`src/shared/synth_cfg_pkg.sv`:
```
package synth_cfg_pkg;

	localparam int unsigned NUM_SETS = 4;
	localparam int unsigned RATIO_W = 32;
	localparam int unsigned DATA_W = 32;
	localparam int unsigned GLOBAL_W = 7;
	localparam int unsigned MODAL_STRIDE = 4;
	localparam int unsigned MODAL_W = NUM_SETS * MODAL_STRIDE;
	localparam int unsigned IRQ_W = 4;

	localparam logic [7:0] OFS_GLOBAL = 8'h00;
	localparam logic [7:0] OFS_MODAL = 8'h04;
	localparam logic [7:0] OFS_RATIO0 = 8'h08;
	localparam logic [7:0] OFS_RATIO_STEP = 8'h04;
	localparam logic [7:0] OFS_STATUS = 8'h18;
	localparam logic [7:0] OFS_EFF_RATIO = 8'h1c;
	localparam logic [7:0] OFS_IRQ_STATUS = 8'h20;
	localparam logic [7:0] OFS_IRQ_CLEAR = 8'h24;
	localparam logic [7:0] OFS_IRQ_ENABLE = 8'h28;

	localparam int unsigned GBL_LOCK_CFG_BIT = 0;
	localparam int unsigned GBL_PREDIV_LSB = 1;
	localparam int unsigned GBL_KEEP_BIT = 3;
	localparam int unsigned GBL_MAP_LSB = 4;
	localparam int unsigned MODAL_RMOD_LSB = 0;
	localparam int unsigned MODAL_AUX_LSB = 2;

	localparam int unsigned STAT_LOCKED_BIT = 0;
	localparam int unsigned STAT_SET_LSB = 1;
	localparam int unsigned STAT_AUX_SRC_LSB = 3;
	localparam int unsigned STAT_CLK_RUN_BIT = 5;
	localparam int unsigned STAT_AUX_RUN_BIT = 6;
	localparam int unsigned STAT_RMOD_BIT = 7;

	localparam int unsigned IRQ_LOCK_LOST = 0;
	localparam int unsigned IRQ_LOCK_GAINED = 1;
	localparam int unsigned IRQ_SET_CHANGE = 2;
	localparam int unsigned IRQ_RESERVED = 3;

	localparam logic [GLOBAL_W-1:0] GLOBAL_RST = 7'h00;
	localparam logic [MODAL_W-1:0] MODAL_RST = 16'h0000;
	localparam logic [RATIO_W-1:0] RATIO_RST = 32'h0010_0000;
	localparam logic [IRQ_W-1:0] IRQ_RST = 4'h0;

	localparam logic [2:0] RMOD_SHIFT_BASE = 3'h1;
	localparam logic [1:0] PREDIV_LAST_DIV4 = 2'h3;
	localparam logic [1:0] PREDIV_LAST_DIV2 = 2'h1;
	localparam logic [1:0] PREDIV_LAST_DIV1 = 2'h0;

	typedef enum logic [1:0] {
		AUX_REF = 2'b00,
		AUX_RSVD = 2'b01,
		AUX_PLL = 2'b10,
		AUX_LOCK = 2'b11
	} aux_src_e;

	typedef enum logic [1:0] {
		PREDIV_4 = 2'b00,
		PREDIV_2 = 2'b01,
		PREDIV_1 = 2'b10,
		PREDIV_RSVD = 2'b11
	} prediv_e;

	typedef enum logic [2:0] {
		SF_DIS_CLK = 3'b000,
		SF_DIS_AUX = 3'b001,
		SF_DIS_BOTH = 3'b010,
		SF_RMOD_EN = 3'b011,
		SF_RSVD4 = 3'b100,
		SF_RSVD5 = 3'b101,
		SF_RSVD6 = 3'b110,
		SF_AUX_PLL = 3'b111
	} sfmap_e;

endpackage : synth_cfg_pkg

```
`src/design/synth_output_config_control.sv`:
```
`timescale 1ns/1ps
`default_nettype none

// What this block does
// - The auxiliary source select routes the reference clock for 00, the PLL clock for 10 and the lock indicator for 11.
// - Four separate 32-bit user ratio values are held, one per modal set.
// - The lock pin drive config only matters while the auxiliary pin carries the lock indicator.
// - With drive config 0 the auxiliary pin is driven high while unlocked and low while locked.
// - With drive config 1 the auxiliary pin pulls low while unlocked and floats while locked.
// - The reference predivider divides by 4 for 00, by 2 for 01 and by 1 for 10.
// - With keep outputs on unlock at 0, every clock output is held low while the PLL is unlocked.
// - With keep outputs on unlock at 1, clock outputs pass the synthesizer output whatever the lock state.
// - Special map 000 disables the main clock pin, 001 the auxiliary pin and 010 both.
// - Special map 011 makes the special pin the ratio modifier enable, without which no modifier applies.
// - Special map 111 with the special pin high forces the auxiliary source to the PLL clock.
// - In the disable maps a low special pin enables the outputs and a high one disables them.
// - The two set select pins choose which modal set and user ratio are applied.
// - The ratio modifier right-shifts the ratio by 1, 2, 3 or 4 for codes 00, 01, 10 and 11.
// - Enabling, disabling, clock source switching and unlock gating never cut a clock period short, except aux switches to or from the lock indicator.
module synth_output_config_control
	import synth_cfg_pkg::*;
#(
	parameter int unsigned PADDR_W = 8
)
(
	input wire logic mclk,
	input wire logic rst_b,
	input wire logic psel,
	input wire logic penable,
	input wire logic pwrite,
	input wire logic [PADDR_W-1:0] paddr,
	input wire logic [synth_cfg_pkg::DATA_W-1:0] pwdata,
	output logic [synth_cfg_pkg::DATA_W-1:0] prdata,
	output logic pready,
	output logic pslverr,
	input wire logic [1:0] set_select,
	input wire logic special_function_pin,
	input wire logic reference_clock_signal,
	input wire logic pll_clock,
	input wire logic pll_locked,
	output logic clk_out,
	output logic clk_out_oe_b,
	output logic aux_out,
	output logic aux_out_oe_b,
	output logic ref_tick,
	output logic [synth_cfg_pkg::RATIO_W-1:0] effective_ratio,
	output logic irq
);
	import synth_cfg_pkg::*;

	if (PADDR_W < 6 || PADDR_W > 32)
	begin : g_bad_addr
		$error("PADDR_W must lie between 6 and 32.");
	end

	function automatic logic hit(input logic [PADDR_W-1:0] a, input logic [7:0] ofs);
		hit = (a == PADDR_W'(ofs));
	endfunction : hit

	function automatic logic src_level(input aux_src_e s, input logic refc, input logic pllc);
		unique case (s)
			AUX_REF: src_level = refc;
			AUX_PLL: src_level = pllc;
			AUX_RSVD, AUX_LOCK: src_level = 1'b0;
		endcase
	endfunction : src_level

	logic [GLOBAL_W-1:0] global_ff, nxt_global;
	logic [MODAL_W-1:0] modal_ff, nxt_modal;
	logic [RATIO_W-1:0] ratio_ff [NUM_SETS];
	logic [RATIO_W-1:0] nxt_ratio [NUM_SETS];
	logic [IRQ_W-1:0] irq_stat_ff, nxt_irq_stat, irq_en_ff, nxt_irq_en;
	logic [DATA_W-1:0] prdata_ff, nxt_prdata;
	logic locked_prev_ff, nxt_locked_prev;
	logic [1:0] set_prev_ff, nxt_set_prev;
	logic clk_run_ff, nxt_clk_run, clk_oe_ff, nxt_clk_oe, clk_out_ff, nxt_clk_out;
	aux_src_e aux_src_ff, nxt_aux_src;
	logic aux_run_ff, nxt_aux_run, aux_oe_ff, nxt_aux_oe;
	logic aux_out_ff, nxt_aux_out, aux_oe_b_ff, nxt_aux_oe_b;
	logic [1:0] div_cnt_ff, nxt_div_cnt;
	logic ref_tick_ff, nxt_ref_tick;
	logic [RATIO_W-1:0] eff_ratio_ff, nxt_eff_ratio;

	logic setup, wr_en, mapped;
	logic lock_cfg, keep_on_unlock;
	prediv_e prediv;
	sfmap_e sf_map;
	logic [MODAL_STRIDE-1:0] act_modal;
	aux_src_e want_src;
	logic m2_clk_dis, m2_aux_dis, rmod_on, unlock_gate;
	logic [IRQ_W-1:0] events;
	logic [1:0] div_last;

	// Decode of the applied configuration.
	always_comb
	begin
		lock_cfg = global_ff[GBL_LOCK_CFG_BIT];
		keep_on_unlock = global_ff[GBL_KEEP_BIT];
		prediv = prediv_e'(global_ff[GBL_PREDIV_LSB +: 2]);
		sf_map = sfmap_e'(global_ff[GBL_MAP_LSB +: 3]);
		act_modal = modal_ff[set_select * MODAL_STRIDE +: MODAL_STRIDE];
		m2_clk_dis = 1'b0;
		m2_aux_dis = 1'b0;
		rmod_on = 1'b0;
		want_src = aux_src_e'(act_modal[MODAL_AUX_LSB +: 2]);
		unique case (sf_map)
			SF_DIS_CLK: m2_clk_dis = special_function_pin;
			SF_DIS_AUX: m2_aux_dis = special_function_pin;
			SF_DIS_BOTH:
			begin
				m2_clk_dis = special_function_pin;
				m2_aux_dis = special_function_pin;
			end
			SF_RMOD_EN: rmod_on = special_function_pin;
			SF_AUX_PLL: want_src = special_function_pin ? AUX_PLL : want_src;
			SF_RSVD4, SF_RSVD5, SF_RSVD6: rmod_on = 1'b0;
		endcase
		unlock_gate = !pll_locked && !keep_on_unlock;
	end

	// Output gating: changes are taken only while the affected pin sits low, except when the aux pin carries or takes the lock indicator.
	always_comb
	begin
		nxt_clk_run = clk_run_ff;
		nxt_clk_oe = clk_oe_ff;
		if (!pll_clock && !clk_out_ff)
		begin
			nxt_clk_run = !unlock_gate;
			nxt_clk_oe = !m2_clk_dis;
		end
		nxt_clk_out = clk_run_ff && clk_oe_ff && pll_clock;
		nxt_aux_src = aux_src_ff;
		nxt_aux_run = aux_run_ff;
		nxt_aux_oe = aux_oe_ff;
		// The lock indicator is a level, so switching to or from it cannot wait for a low phase.
		if ((aux_src_ff == AUX_LOCK) || (want_src == AUX_LOCK) ||
			(!aux_out_ff && !src_level(aux_src_ff, reference_clock_signal, pll_clock) &&
			!src_level(want_src, reference_clock_signal, pll_clock)))
		begin
			nxt_aux_src = want_src;
			nxt_aux_run = !unlock_gate;
			nxt_aux_oe = !m2_aux_dis;
		end
		unique case (aux_src_ff)
			AUX_REF, AUX_PLL:
			begin
				nxt_aux_out = aux_run_ff && aux_oe_ff &&
					src_level(aux_src_ff, reference_clock_signal, pll_clock);
				nxt_aux_oe_b = !aux_oe_ff;
			end
			AUX_LOCK:
			begin
				if (lock_cfg)
				begin
					nxt_aux_out = 1'b0;
					nxt_aux_oe_b = pll_locked || !aux_oe_ff;
				end
				else
				begin
					nxt_aux_out = !pll_locked;
					nxt_aux_oe_b = !aux_oe_ff;
				end
			end
			AUX_RSVD:
			begin
				nxt_aux_out = 1'b0;
				nxt_aux_oe_b = !aux_oe_ff;
			end
		endcase
	end

	// Reference predivider and effective ratio.
	always_comb
	begin
		unique case (prediv)
			PREDIV_4: div_last = PREDIV_LAST_DIV4;
			PREDIV_2: div_last = PREDIV_LAST_DIV2;
			PREDIV_1: div_last = PREDIV_LAST_DIV1;
			PREDIV_RSVD: div_last = PREDIV_LAST_DIV4;
		endcase
		nxt_div_cnt = (div_cnt_ff >= div_last) ? 2'h0 : div_cnt_ff + 2'h1;
		nxt_ref_tick = (div_cnt_ff >= div_last);
		if (rmod_on)
			nxt_eff_ratio = ratio_ff[set_select] >> (RMOD_SHIFT_BASE + {1'b0, act_modal[MODAL_RMOD_LSB +: 2]});
		else
			nxt_eff_ratio = ratio_ff[set_select];
	end

	// Register bus and interrupt state.
	always_comb
	begin
		setup = psel && !penable;
		wr_en = psel && penable && pwrite;
		mapped = hit(paddr, OFS_GLOBAL) || hit(paddr, OFS_MODAL) || hit(paddr, OFS_STATUS) ||
			hit(paddr, OFS_EFF_RATIO) || hit(paddr, OFS_IRQ_STATUS) || hit(paddr, OFS_IRQ_CLEAR) ||
			hit(paddr, OFS_IRQ_ENABLE);
		nxt_global = global_ff;
		nxt_modal = modal_ff;
		nxt_irq_en = irq_en_ff;
		nxt_prdata = prdata_ff;
		for (int i = 0; i < NUM_SETS; i++)
		begin
			nxt_ratio[i] = ratio_ff[i];
			if (hit(paddr, OFS_RATIO0 + 8'(i) * OFS_RATIO_STEP))
			begin
				mapped = 1'b1;
				if (wr_en)
					nxt_ratio[i] = pwdata;
				if (setup)
					nxt_prdata = ratio_ff[i];
			end
		end
		if (wr_en && hit(paddr, OFS_GLOBAL))
			nxt_global = pwdata[GLOBAL_W-1:0];
		if (wr_en && hit(paddr, OFS_MODAL))
			nxt_modal = pwdata[MODAL_W-1:0];
		if (wr_en && hit(paddr, OFS_IRQ_ENABLE))
			nxt_irq_en = pwdata[IRQ_W-1:0];
		events = '0;
		events[IRQ_LOCK_LOST] = locked_prev_ff && !pll_locked;
		events[IRQ_LOCK_GAINED] = !locked_prev_ff && pll_locked;
		events[IRQ_SET_CHANGE] = (set_prev_ff != set_select);
		events[IRQ_RESERVED] = (want_src == AUX_RSVD) || (prediv == PREDIV_RSVD);
		// An event in the clearing cycle survives the clear.
		nxt_irq_stat = irq_stat_ff | events;
		if (wr_en && hit(paddr, OFS_IRQ_CLEAR))
			nxt_irq_stat = (irq_stat_ff & ~pwdata[IRQ_W-1:0]) | events;
		nxt_locked_prev = pll_locked;
		nxt_set_prev = set_select;
		if (setup)
		begin
			if (hit(paddr, OFS_GLOBAL))
				nxt_prdata = DATA_W'(global_ff);
			else if (hit(paddr, OFS_MODAL))
				nxt_prdata = DATA_W'(modal_ff);
			else if (hit(paddr, OFS_STATUS))
			begin
				nxt_prdata = '0;
				nxt_prdata[STAT_LOCKED_BIT] = pll_locked;
				nxt_prdata[STAT_SET_LSB +: 2] = set_select;
				nxt_prdata[STAT_AUX_SRC_LSB +: 2] = aux_src_ff;
				nxt_prdata[STAT_CLK_RUN_BIT] = clk_run_ff && clk_oe_ff;
				nxt_prdata[STAT_AUX_RUN_BIT] = aux_run_ff && aux_oe_ff;
				nxt_prdata[STAT_RMOD_BIT] = rmod_on;
			end
			else if (hit(paddr, OFS_EFF_RATIO))
				nxt_prdata = eff_ratio_ff;
			else if (hit(paddr, OFS_IRQ_STATUS))
				nxt_prdata = DATA_W'(irq_stat_ff);
			else if (hit(paddr, OFS_IRQ_ENABLE))
				nxt_prdata = DATA_W'(irq_en_ff);
			else if (!mapped || hit(paddr, OFS_IRQ_CLEAR))
				nxt_prdata = '0;
		end
	end

	always_ff @(posedge mclk or negedge rst_b)
	begin
		if (!rst_b)
		begin
			global_ff <= GLOBAL_RST;
			modal_ff <= MODAL_RST;
			for (int i = 0; i < NUM_SETS; i++)
				ratio_ff[i] <= RATIO_RST;
			irq_stat_ff <= IRQ_RST;
			irq_en_ff <= IRQ_RST;
			prdata_ff <= '0;
			locked_prev_ff <= 1'b0;
			set_prev_ff <= 2'h0;
		end
		else
		begin
			global_ff <= nxt_global;
			modal_ff <= nxt_modal;
			ratio_ff <= nxt_ratio;
			irq_stat_ff <= nxt_irq_stat;
			irq_en_ff <= nxt_irq_en;
			prdata_ff <= nxt_prdata;
			locked_prev_ff <= nxt_locked_prev;
			set_prev_ff <= nxt_set_prev;
		end
	end

	// Output gate and pin registers.
	always_ff @(posedge mclk or negedge rst_b)
	begin
		if (!rst_b)
		begin
			clk_run_ff <= 1'b0;
			clk_oe_ff <= 1'b0;
			clk_out_ff <= 1'b0;
			aux_src_ff <= AUX_REF;
			aux_run_ff <= 1'b0;
			aux_oe_ff <= 1'b0;
			aux_out_ff <= 1'b0;
			aux_oe_b_ff <= 1'b1;
		end
		else
		begin
			clk_run_ff <= nxt_clk_run;
			clk_oe_ff <= nxt_clk_oe;
			clk_out_ff <= nxt_clk_out;
			aux_src_ff <= nxt_aux_src;
			aux_run_ff <= nxt_aux_run;
			aux_oe_ff <= nxt_aux_oe;
			aux_out_ff <= nxt_aux_out;
			aux_oe_b_ff <= nxt_aux_oe_b;
		end
	end

	// Predivider and effective ratio registers.
	always_ff @(posedge mclk or negedge rst_b)
	begin
		if (!rst_b)
		begin
			div_cnt_ff <= 2'h0;
			ref_tick_ff <= 1'b0;
			eff_ratio_ff <= '0;
		end
		else
		begin
			div_cnt_ff <= nxt_div_cnt;
			ref_tick_ff <= nxt_ref_tick;
			eff_ratio_ff <= nxt_eff_ratio;
		end
	end

	// Zero wait states keep the slave simple; read data is captured in the setup cycle.
	assign pready = 1'b1;
	assign pslverr = psel && penable && !mapped;
	assign prdata = prdata_ff;
	assign clk_out = clk_out_ff;
	assign clk_out_oe_b = !clk_oe_ff;
	assign aux_out = aux_out_ff;
	assign aux_out_oe_b = aux_oe_b_ff;
	assign ref_tick = ref_tick_ff;
	assign effective_ratio = eff_ratio_ff;
	assign irq = |(irq_stat_ff & irq_en_ff);

endmodule : synth_output_config_control

`default_nettype wire

```
`config.mk`:
```
export PLATFORM = sky130hd
export DESIGN_NAME = synth_output_config_control
export DESIGN_NICKNAME = d
export VERILOG_FILES = /design/src/shared/synth_cfg_pkg.sv /design/src/design/synth_output_config_control.sv
export SDC_FILE = /design/constraint.sdc
export NUM_CORES = 1
export LEC_CHECK = 0
export ABC_AREA = 1
export BUFFER_PORTS_ARGS = -buffer_cell sky130_fd_sc_hd__buf_2
export CAP_MARGIN = 15
export CORE_AREA = 3 3 195 197
export CTS_CLUSTER_DIAMETER = 60
export DETAILED_ROUTE_END_ITERATION = 6
export DIE_AREA = 0 0 198 200
export SYNTH_ARGS = -nofsm -noshare
export SYNTH_HDL_FRONTEND = slang
export SYNTH_SLANG_ARGS = --single-unit
```
`constraint.sdc`:
```
create_clock -name mclk -period 1.59 [get_ports mclk]
set_clock_uncertainty 0.2 [all_clocks]
set_input_delay 0.159 -clock mclk [delete_from_list [all_inputs] [get_ports mclk]]
set_output_delay 0.159 -clock mclk [all_outputs]
set_load 0.03 [all_outputs]
```
==> flow_summary.toml, run 1 <==
[cells_and_area]
nets = 2109
n_antenna_cell = 0
area_growth_pct = 45.6
fin_util_pct = 50.9
drive_above_1_share_pct = 30.8
layout.cells.non_filler = 2546

[timing]
rsz0062_at_grt = "true"
hold_viol_final = 3
fmax_ghz = 0.514
slew_headroom_pct = 46.7
fin_crit_ns = 1.95
final.period_utilization_pct = 122
fin_ws_ns = -0.357
worst-slew-pin-transition_ns = 0.791
slew_violations = 0
setup_violations = 39
fin_hold_ws_ns = -0.119
fin_setup_tns_ns = -9.98

[placed_design]
numPortBuffers = 121
hpwl_mm = 33.0
dp_cells = 2396
gp_congestion = 0.889

[pwr]
ir_worst_vdd_uv = 773
leakage_uw = 0.00892
powerDensity_nw_per_um2 = 838

[floorplanning]
initial_core_util_pct = 34.9
die_w_um = 198
die_y_um = 200
row_count = 70
die-area_um2 = 39600
io_pins = 123
fp.coreArea_um2 = 36400

[logic_synthesis]
syn-num-nets = 1749
synth_edf_count = 0
synth_seq_cells = 238
synth.distinct_cells = 44
yosysWarningCount = 0
synth.most_common_cell = "nand2_1"
syn_area_per_cell_um2 = 7.52
yosys.area.top_type = "dfrtp_1"
synth_commonest_cells = "535 x nand2_1, 233 x dfrtp_1, 231 x o21ai_0, 129 x nand3_1, 127 x inv_1"
synthCells = 1694
synth_area_um2 = 12700
dominantRegCellSynth = "dfrtp_1"
synth.top_cells.by_area = "dfrtp_1 46%, nand2_1 16%, o21ai_0 9.1%"
synth-async-reset-ratio_pct = 100
ys_seq_area_share_pct = 46.8
yosysTopAreaCellShare_pct = 45.8

[clock_tree]
insertion_delay_ns = 0.56
ctsHoldBuffers = 41
cts_made_buffers = 30
cts_sinks = 238
clk_pin_slew_worst_paths_ns = 0.06
tritoncts = "yes"
cts_buffer_depth = 3
h-tree-depth = 1
clockRootBuffer = "clkbuf_16"

[global_route]
grt_pass1_wl_mm = 72.6
grt_max_degree = 63
grt_usage_pct = 23.3
gr-total-overflow = 0
grt_antenna_before_repair = 0
grt_pass1_vias = 13000

[setup_path]
cp_data_arrival_time_ns = 2.16
cp_common_cell = "buf_12"
crit_slowest_cell = "dfrtp_1"
worstPathMaxFanout = 9
path_cells = "inv_2 > nor2_1 > inv_1 > a32oi_4 > buf_12 > buf_12 > nor2_2 > a31oi_2 > o221ai_1"
critPathMaxStageDelay_ns = 0.36
critPathLaunchType = "register"
criticalPathCategory = "register to register"
crit_path_end_kind = "register"
cp.required_ns = 1.81
r2r.worst_path.cells = 9

[job]
maxCapViolations = 0

[outcome]
outcome = "finished, violations left"
violations = "hold timing, setup timing"

[routing]
drt_first_pass_iters = 5
wire_per_inst_um = 19.1
vias_per_cell = 5.31
wl_mm = 48.6
drc_errors = 0
via_count = 13500
ant_nets = 0
drtIter0Drc = 1104

[hold_path]
hp-class = "input pin to register"
hold_depth = 5
==> cells in the final DEF (no fill, tap or decap), types with 12 or more instances in the layout <==
cell type        n
nor2_4          27
nand2_1        494
o21ai_1         17
inv_2           18
o21ai_0        210
nand3_2         21
nand2_2         40
inv_1          109
o221ai_1        22
buf_12          42
clkbuf_16       35
buf_6           20
nand3_1        109
buf_2           95
nor2_1          63
buf_4          219
dlygate4sd3_1   41
a21oi_1         56
o211ai_1        38
nor2_2          14
nand2_4         12
dfrtp_1        232
clkbuf_1        13
==> area by class of cell <==
type | instances | area, µm²
Clock inverter | 4 | 51.3
Timing Repair inverter | 1 | 11.3
Tap cell | 468 | 586
Fill cell | 3443 | 17900
Sequential cell | 238 | 5960
Clock buffer | 52 | 935
Timing Repair Buffer | 429 | 3790
Inverter | 135 | 543
Multi-Input combinational cell | 1219 | 6670
==> sequential cells by signal, summed over array words and instances, names as in the netlist, 2 cells and up <==
name	cells
ratio_ff	128
set_prev_ff	2
div_cnt_ff	2
irq_en_ff	4
irq_stat_ff	4
effective_ratio	32
prdata	32
aux_src_ff	2
global_ff	7
modal_ff	16
==> cells by family (layout without fill, tap and decap cells) <==
group	Yosys count	after routing	share of synthesized area, %
AO/OA/AOI/OAI	410	410	18.6
XOR/XNOR	3	3	0.206
adder cells (fa/ha/maj)	4	4	0.393
buffers and inverters	237	621	7.60
flip-flops	238	238	46.8
multiplexers	1	1	0.0884
other	1	1	0.0295
AND/OR/NAND/NOR	800	800	26.3
==> timing repair <==
item                       in CTS  in global routing
pin swaps                      26                 79
hold endpoints to repair      408                  2
setup endpoints to repair      49                 67
buffers inserted               25                 26
gates resized for setup        91                168
gates cloned                    1                  4
==> through the flow <==
step | area, µm² | power (µW) | setup slack, ns
finish | 18500 | 15500 | -0.357
global placement | 15700 | 8400 | -0.448
global route | 18500 | 16100 | -0.400
detailed placement | 15700 | 8430 | -0.459
floorplan | 12900 | 7510 | -0.0637
CTS | 17600 | 15400 | -0.299
==> where the power goes <==
group	leakage [µW]	internal, µW	switching (µW)
logic	0.00524	927	1390
registers	0.00320	6290	192
clock network	0.000478	4110	2630
total	0.00892	11300	4200
==> metal layers <==
| layer | GRT usage (%) | part of all wire (%) | vias up |
|---|---|---|---|
| met3 | 2.43 | 5.6 | 103 |
| met5 | 0 | 0 | - |
| met4 | 7.26 | 3.2 | 0 |
| li1 | - | - | 6352 |
| met1 | 31.0 | 43 | 6574 |
| met2 | 40.2 | 48 | 490 |
==> final timing paths <==
check,end,slack [ns],start
max,effective_ratio[17],-0.36,modal_ff[0]
min,clk_oe_ff,-0.12,special_function_pin
max reg2reg,effective_ratio[17],-0.36,modal_ff[0]
min reg2reg,irq_stat_ff[1],0.26,locked_prev_ff
max in group asynchronous,effective_ratio[24],0.07,rst_b
min in group asynchronous,ratio_ff[69],0.01,rst_b
==> critical path: cells and delay by family (launching register included) <==
family,cells,cell delay [ns]
simple gates,2,0.13
flops,1,0.36
buf+inv,4,0.48
compound gates,3,0.62
(Power assumes the default switching activity.)
==> run 2, diff against run 1 <==
==> constraint.sdc (replaced) <==
create_clock -name mclk -period 2.2 [get_ports mclk]
set_clock_uncertainty 0.2 [all_clocks]
set_input_delay 0.22 -clock mclk [delete_from_list [all_inputs] [get_ports mclk]]
set_output_delay 0.22 -clock mclk [all_outputs]
set_load 0.03 [all_outputs]
==> run 2 against run 1 <==
  * The flow now finishes without violations
  * Cell count decreased by 7.2%
  * Clock-buffer cell count shrank 18
  * Cell area fell by 15%
  * Sequential power shrank 28%
  * Worst setup slack gained 0.52 ns
  * Power is 29% lower
==> flow_summary.toml, run 2 (synthesized netlist as in run 1, its figures left out) <==
[global_route]
grt_max_degree = 77
grt_antenna_before_repair = 0
grt_usage_pct = 22.2
grt_pass1_wl_mm = 69.2
gr-total-overflow = 0
grt_pass1_vias = 12100

[setup_path]
cp_data_arrival_time_ns = 2.25
criticalPathCategory = "input pin to register"
critPathLaunchType = "input pin"
cp.required_ns = 2.41
worstPathMaxFanout = 27
crit_path_end_kind = "register"

[timing]
worst-slew-pin-transition_ns = 0.517
final.period_utilization_pct = 92.7
hold_viol_final = 0
fin_crit_ns = 2.04
slew_violations = 0
fmax_ghz = 0.490
rsz0062_at_grt = "false"
slew_headroom_pct = 65.2
setup_violations = 0
fin_setup_tns_ns = 0

[pwr]
leakage_uw = 0.00772
powerDensity_nw_per_um2 = 699
ir_worst_vdd_uv = 530

[cells_and_area]
fill_cells = 3750
area_growth_pct = 24.0
top_register = "ratio_ff"
nets = 1929
final_area_um2 = 15800
seq_area_um2 = 5960
n_antenna_cell = 0
drive_above_1_share_pct = 16.8
final_common_cell = "nand2_1"
fin_util_pct = 43.3
multi_input_area_um2 = 5820
mostFrequentLayoutCells = "530 x nand2_1, 233 x dfrtp_1, 230 x o21ai_0, 129 x nand3_1, 127 x inv_1"
largest_reg_flops = 128

[routing]
drc_errors = 0
ant_nets = 0
vias_per_cell = 5.27
drt_first_pass_iters = 6
wl_mm = 44.1
drtIter0Drc = 1056
wire_per_inst_um = 18.7
via_count = 12400

[clock_tree]
cts_sinks = 238
insertion_delay_ns = 0.55
clockRootBuffer = "clkbuf_16"
h-tree-depth = 1
clk_pin_slew_worst_paths_ns = 0.06
cts_buffer_depth = 3
cts_made_buffers = 29
tritoncts = "yes"

[placed_design]
numPortBuffers = 121
dpl_cell_area_um2 = 14300
gp_congestion = 0.889
hpwl_mm = 31.1

[floorplanning]
die-area_um2 = 39600
row_count = 70
io_pins = 123
die_w_um = 198
initial_core_util_pct = 34.9
fp.coreArea_um2 = 36400
die_y_um = 200

[job]
maxCapViolations = 0

[hold_path]
hp-class = "input pin to asynchronous set/reset pin"

[outcome]
outcome = "complete, no violations"
-- run 2: path summary, 6_finish.rpt --
kind / start / slack (ns) / depth (start not counted) / endpoint
max: set_select[0] / 0.16 / 10 / effective_ratio[25]
min: rst_b / 0.07 / 2 / aux_out_oe_b
max reg2reg: global_ff[6] / 0.18 / 8 / effective_ratio[25]
min reg2reg: locked_prev_ff / 0.27 / 1 / irq_stat_ff[1]
max in group asynchronous: rst_b / 1.30 / 3 / ratio_ff[119]
min in group mclk: penable / 0.16 / 7 / prdata[0]
-- run 2: layout make-up --
cell class / instances / area share (%)
multi-input cells: 1219 / 36.9
well taps: 468 / 3.71
clock inverters: 17 / 1.54
clock buffers: 34 / 4.84
inverters: 135 / 3.22
flip-flops and latches: 238 / 37.8
repair buffers: 251 / 12.1
-- run 2: timing repair --
item / 4_1_cts / 5_1_grt
endpoints found under the setup margin: 0 / 13
gates resized for setup: 0 / 7
setup buffers: 0 / 0
hold endpoints to repair: 401 / 0
hold buffers: 42 / 0
-- run 2: routing by layer --
metal  vias up  global-route usage, %  part of all wire (%)  wire, µm
li1       5985                      -                     -         -
met1      5919                   30.4                    44     19400
met2       450                   35.9                    46     20300
met3        84                   3.31                   6.1      2690
met4         0                   8.44                   3.8      1660
met5         -                      0                     0         0
-- run 2: power by group --
group          internal (µW)  leakage (µW)  switching, µW
sequential              4550       0.00320            141
clock                   3170      0.000504           1930
combinational            416       0.00401            839
total                   8130       0.00772           2910
-- run 2: worst max-delay path, stage by stage --
cell           delay [ns]
dlygate4sd3_1        0.53
clkbuf_4             0.22
inv_4                0.15
nand2_1              0.08
a32oi_2              0.22
buf_12               0.22
buf_12               0.15
nor2_1               0.04
a31oi_1              0.23
o221ai_1             0.17
-- run 2: metrics by stage --
step	setup slack, ns	hold WS (ns)	std cells	total power (µW)
after floorplan	0.408	-0.276	1694	5400
after global placement	0.0395	-0.0610	2269	5930
after CTS	0.137	0.0466	2362	11100
after global routing	0.00120	0.0650	2362	11500
final	0.160	0.0665	2362	11000
after detailed placement	0.0377	-0.0595	2269	5950
==> run 3, diff against run 2 <==
--- a/config.mk
+++ b/config.mk
@@ -5,13 +5,13 @@
 export SDC_FILE = /design/constraint.sdc
 export NUM_CORES = 1
 export LEC_CHECK = 0
-export ABC_AREA = 1
+export ABC_AREA = 0
 export BUFFER_PORTS_ARGS = -buffer_cell sky130_fd_sc_hd__buf_2
 export CAP_MARGIN = 15
-export CORE_AREA = 3 3 195 197
+export CORE_AREA = 3 3 194 196
 export CTS_CLUSTER_DIAMETER = 60
 export DETAILED_ROUTE_END_ITERATION = 6
-export DIE_AREA = 0 0 198 200
+export DIE_AREA = 0 0 197 199
 export SYNTH_ARGS = -nofsm -noshare
 export SYNTH_HDL_FRONTEND = slang
 export SYNTH_SLANG_ARGS = --single-unit
==> run 3 against run 2 <==
  * Die area down 1.0%
  * Area after synthesis decreased by 0.98%
  * First-iteration DRC count shrank 20%
  * Hold slack got worse by 0.039 ns
  * Cell count fell by 26%
  * The flow now finishes with violations (setup timing)
  * Fmax is 9.0% lower
  * Sequential power down 2%
  * Synthesized cell count shrank 40%
  * Register-to-register slack got worse by 0.22 ns
  * Worst setup slack got worse by 0.20 ns
  * Largest cell class is now multi-input gates
  * Global-route usage is 2.3 points lower
  * Flip-flop and latch count unchanged
==> flow_summary.toml, run 3 <==
[outcome]
outcome = "finished, violations left"
violations = "setup timing"

[logic_synthesis]
yosys.area.top_type = "dfrtp_1"
ys_seq_area_share_pct = 47.3
synth.top_cells.by_area = "dfrtp_1 46%, mux2_2 17%, mux4_2 11%"
dominantRegCellSynth = "dfrtp_1"
yosysTopAreaCellShare_pct = 46.2
synth_edf_count = 0
synth-async-reset-ratio_pct = 100
synth_seq_cells = 238
syn-num-nets = 1070
syn_area_per_cell_um2 = 12.4
synth_area_um2 = 12600
yosysWarningCount = 0
synth.distinct_cells = 69
synthCells = 1015
synth_commonest_cells = "233 x dfrtp_1, 189 x mux2_2, 87 x nand2_1, 61 x mux4_2, 50 x o21ai_0"
synth.most_common_cell = "dfrtp_1"

[pwr]
leakage_uw = 0.00767
powerDensity_nw_per_um2 = 639
ir_worst_vdd_uv = 665

[cells_and_area]
mostFrequentLayoutCells = "232 x dfrtp_1, 187 x mux2_2, 120 x buf_2, 107 x buf_4, 87 x nand2_1"
area_growth_pct = 27.8
largest_reg_flops = 128
drive_above_1_share_pct = 44.8
final_common_cell = "dfrtp_1"
nets = 1316
top_register = "ratio_ff"

[timing]
final.period_utilization_pct = 102
fin_setup_tns_ns = -0.0522
worst-slew-pin-transition_ns = 0.638
hold_viol_final = 0
setup_violations = 2
fmax_ghz = 0.446
fin_crit_ns = 2.24
slew_violations = 0
slew_headroom_pct = 57.5
rsz0062_at_grt = "true"
fin_ws_ns = -0.0408

[setup_path]
r2r.worst_path.cells = 6
critPathMaxStageDelay_ns = 0.54
path_cells = "mux4_2 > a41oi_2 > o32ai_1 > a31oi_2 > nand2_2 > mux2_4"
cp_data_arrival_time_ns = 2.47
criticalPathCategory = "register to register"
critPathLaunchType = "register"
crit_end = "aux_oe_ff"
crit_slowest_cell = "mux4_2"
reg2reg_slack_ns = -0.04
cp-startpoint = "modal_ff[15]"
crit_path_end_kind = "register"
r2r_end = "aux_oe_ff"
cp.required_ns = 2.43
worstPathMaxFanout = 3
rr_startpoint = "modal_ff[15]"

[global_route]
gr-total-overflow = 0
grt_max_degree = 69
grt_antenna_before_repair = 4
grt_pass1_vias = 10000
grt_pass1_wl_mm = 60.5
grt_usage_pct = 19.9

[clock_tree]
insertion_delay_ns = 0.56
tritoncts = "yes"
clk_pin_slew_worst_paths_ns = 0.06
cts_made_buffers = 27
h-tree-depth = 1
clockRootBuffer = "clkbuf_16"
cts_sinks = 238
cts_buffer_depth = 3

[floorplanning]
die_w_um = 197
initial_core_util_pct = 34.8
fp.coreArea_um2 = 36300
row_count = 70
die_y_um = 199
io_pins = 123
die-area_um2 = 39200

[routing]
vias_per_cell = 5.59
drc_errors = 0
wl_met1_mm = 16.7
ant_nets = 0
wl_met3_mm = 3.21
routed-wl-met2_mm = 18.4
via_count = 9780
drt_first_pass_iters = 5
drtIter0Drc = 841
wire_per_inst_um = 22.5
wl_mm = 39.3
maxUsedRoutingLayer = "met5"

[placed_design]
hpwl_mm = 28.5
numPortBuffers = 121
gp_congestion = 0.904
pre_cts_ws_ns = -0.245

[job]
maxCapViolations = 0

[hold_path]
hp-class = "input pin to asynchronous set/reset pin"
-- run 3: how the worst min path moves through the flow --
stage / from / end / slack, ns / cells past startpoint
floorplan: rst_b / aux_oe_ff / -0.28 / 0
global placement: rst_b / ref_tick / 0.05 / 1
detailed placement: rst_b / ref_tick / 0.04 / 1
CTS: penable / prdata[4] / 0.0004 / 5
global route: penable / prdata[4] / 0.05 / 5
finish: rst_b / ref_tick / 0.03 / 2
-- run 3: cell families after synthesis --
group           Yosys count  synth area share [%]
compound gates          192                  10.4
xor+xnor                  4                 0.278
fa+ha+maj                 4                 0.397
buf+inv                  91                  3.39
flops                   238                  47.3
mux                     281                  30.3
other cells               1                0.0297
simple gates            204                  7.90
-- run 3: final cells by class --
cell class                 count  area [µm²]
sequential                   238        5960
multi-input combinational    686        6250
fill                        3378       20100
antenna                        3        7.51
tap                          468         586
inverter                      14        52.6
timing repair buffer         294        2330
clock buffer                  40         815
clock inverter                 8         109
-- run 3: power by group --
| group | switching [µW] | internal (µW) | leakage, µW |
|---|---|---|---|
| logic | 597 | 460 | 0.00396 |
| registers | 100 | 4490 | 0.00325 |
| clock network | 1840 | 2800 | 0.000460 |
| total | 2540 | 7750 | 0.00767 |
-- run 3: what timing repair did --
| action | in CTS | in global routing |
|---|---|---|
| resized for setup | 0 | 5 |
| endpoints found under the hold margin | 403 | 0 |
| buffers inserted | 1 | 3 |
| hold buffers | 40 | 0 |
| cloned | 0 | 0 |
| setup endpoints to repair | 2 | 25 |
-- run 3: per-layer routing --
metal / track usage [%] / vias to the layer above
met1: 27.7 / 4925
met3: 4.05 / 74
met4: 4.91 / 2
li1: - / 4336
met2: 32.2 / 443
met5: 0 / -
-- run 3: critical path, delay by kind of cell (launching register included) --
kind / cells / cell delay, ns
AO/OA/AOI/OAI: 3 / 0.55
flip-flops: 1 / 0.44
multiplexers: 2 / 0.83
AND/OR/NAND/NOR: 1 / 0.10
-- run 3: metrics by stage --
stage | instances | hold WS (ns) | util [%] | power, µW | cell area, µm²
finish | 1751 | 0.0275 | 44.4 | 10300 | 16100
global route | 1750 | 0.0486 | 44.4 | 10700 | 16100
CTS | 1745 | 0.000375 | 44.3 | 10400 | 16100
detailed placement | 1656 | 0.0448 | 40.6 | 5670 | 14700
global placement | 1656 | 0.0548 | 40.6 | 5650 | 14700
floorplan | 1015 | -0.276 | - | 5150 | 12600
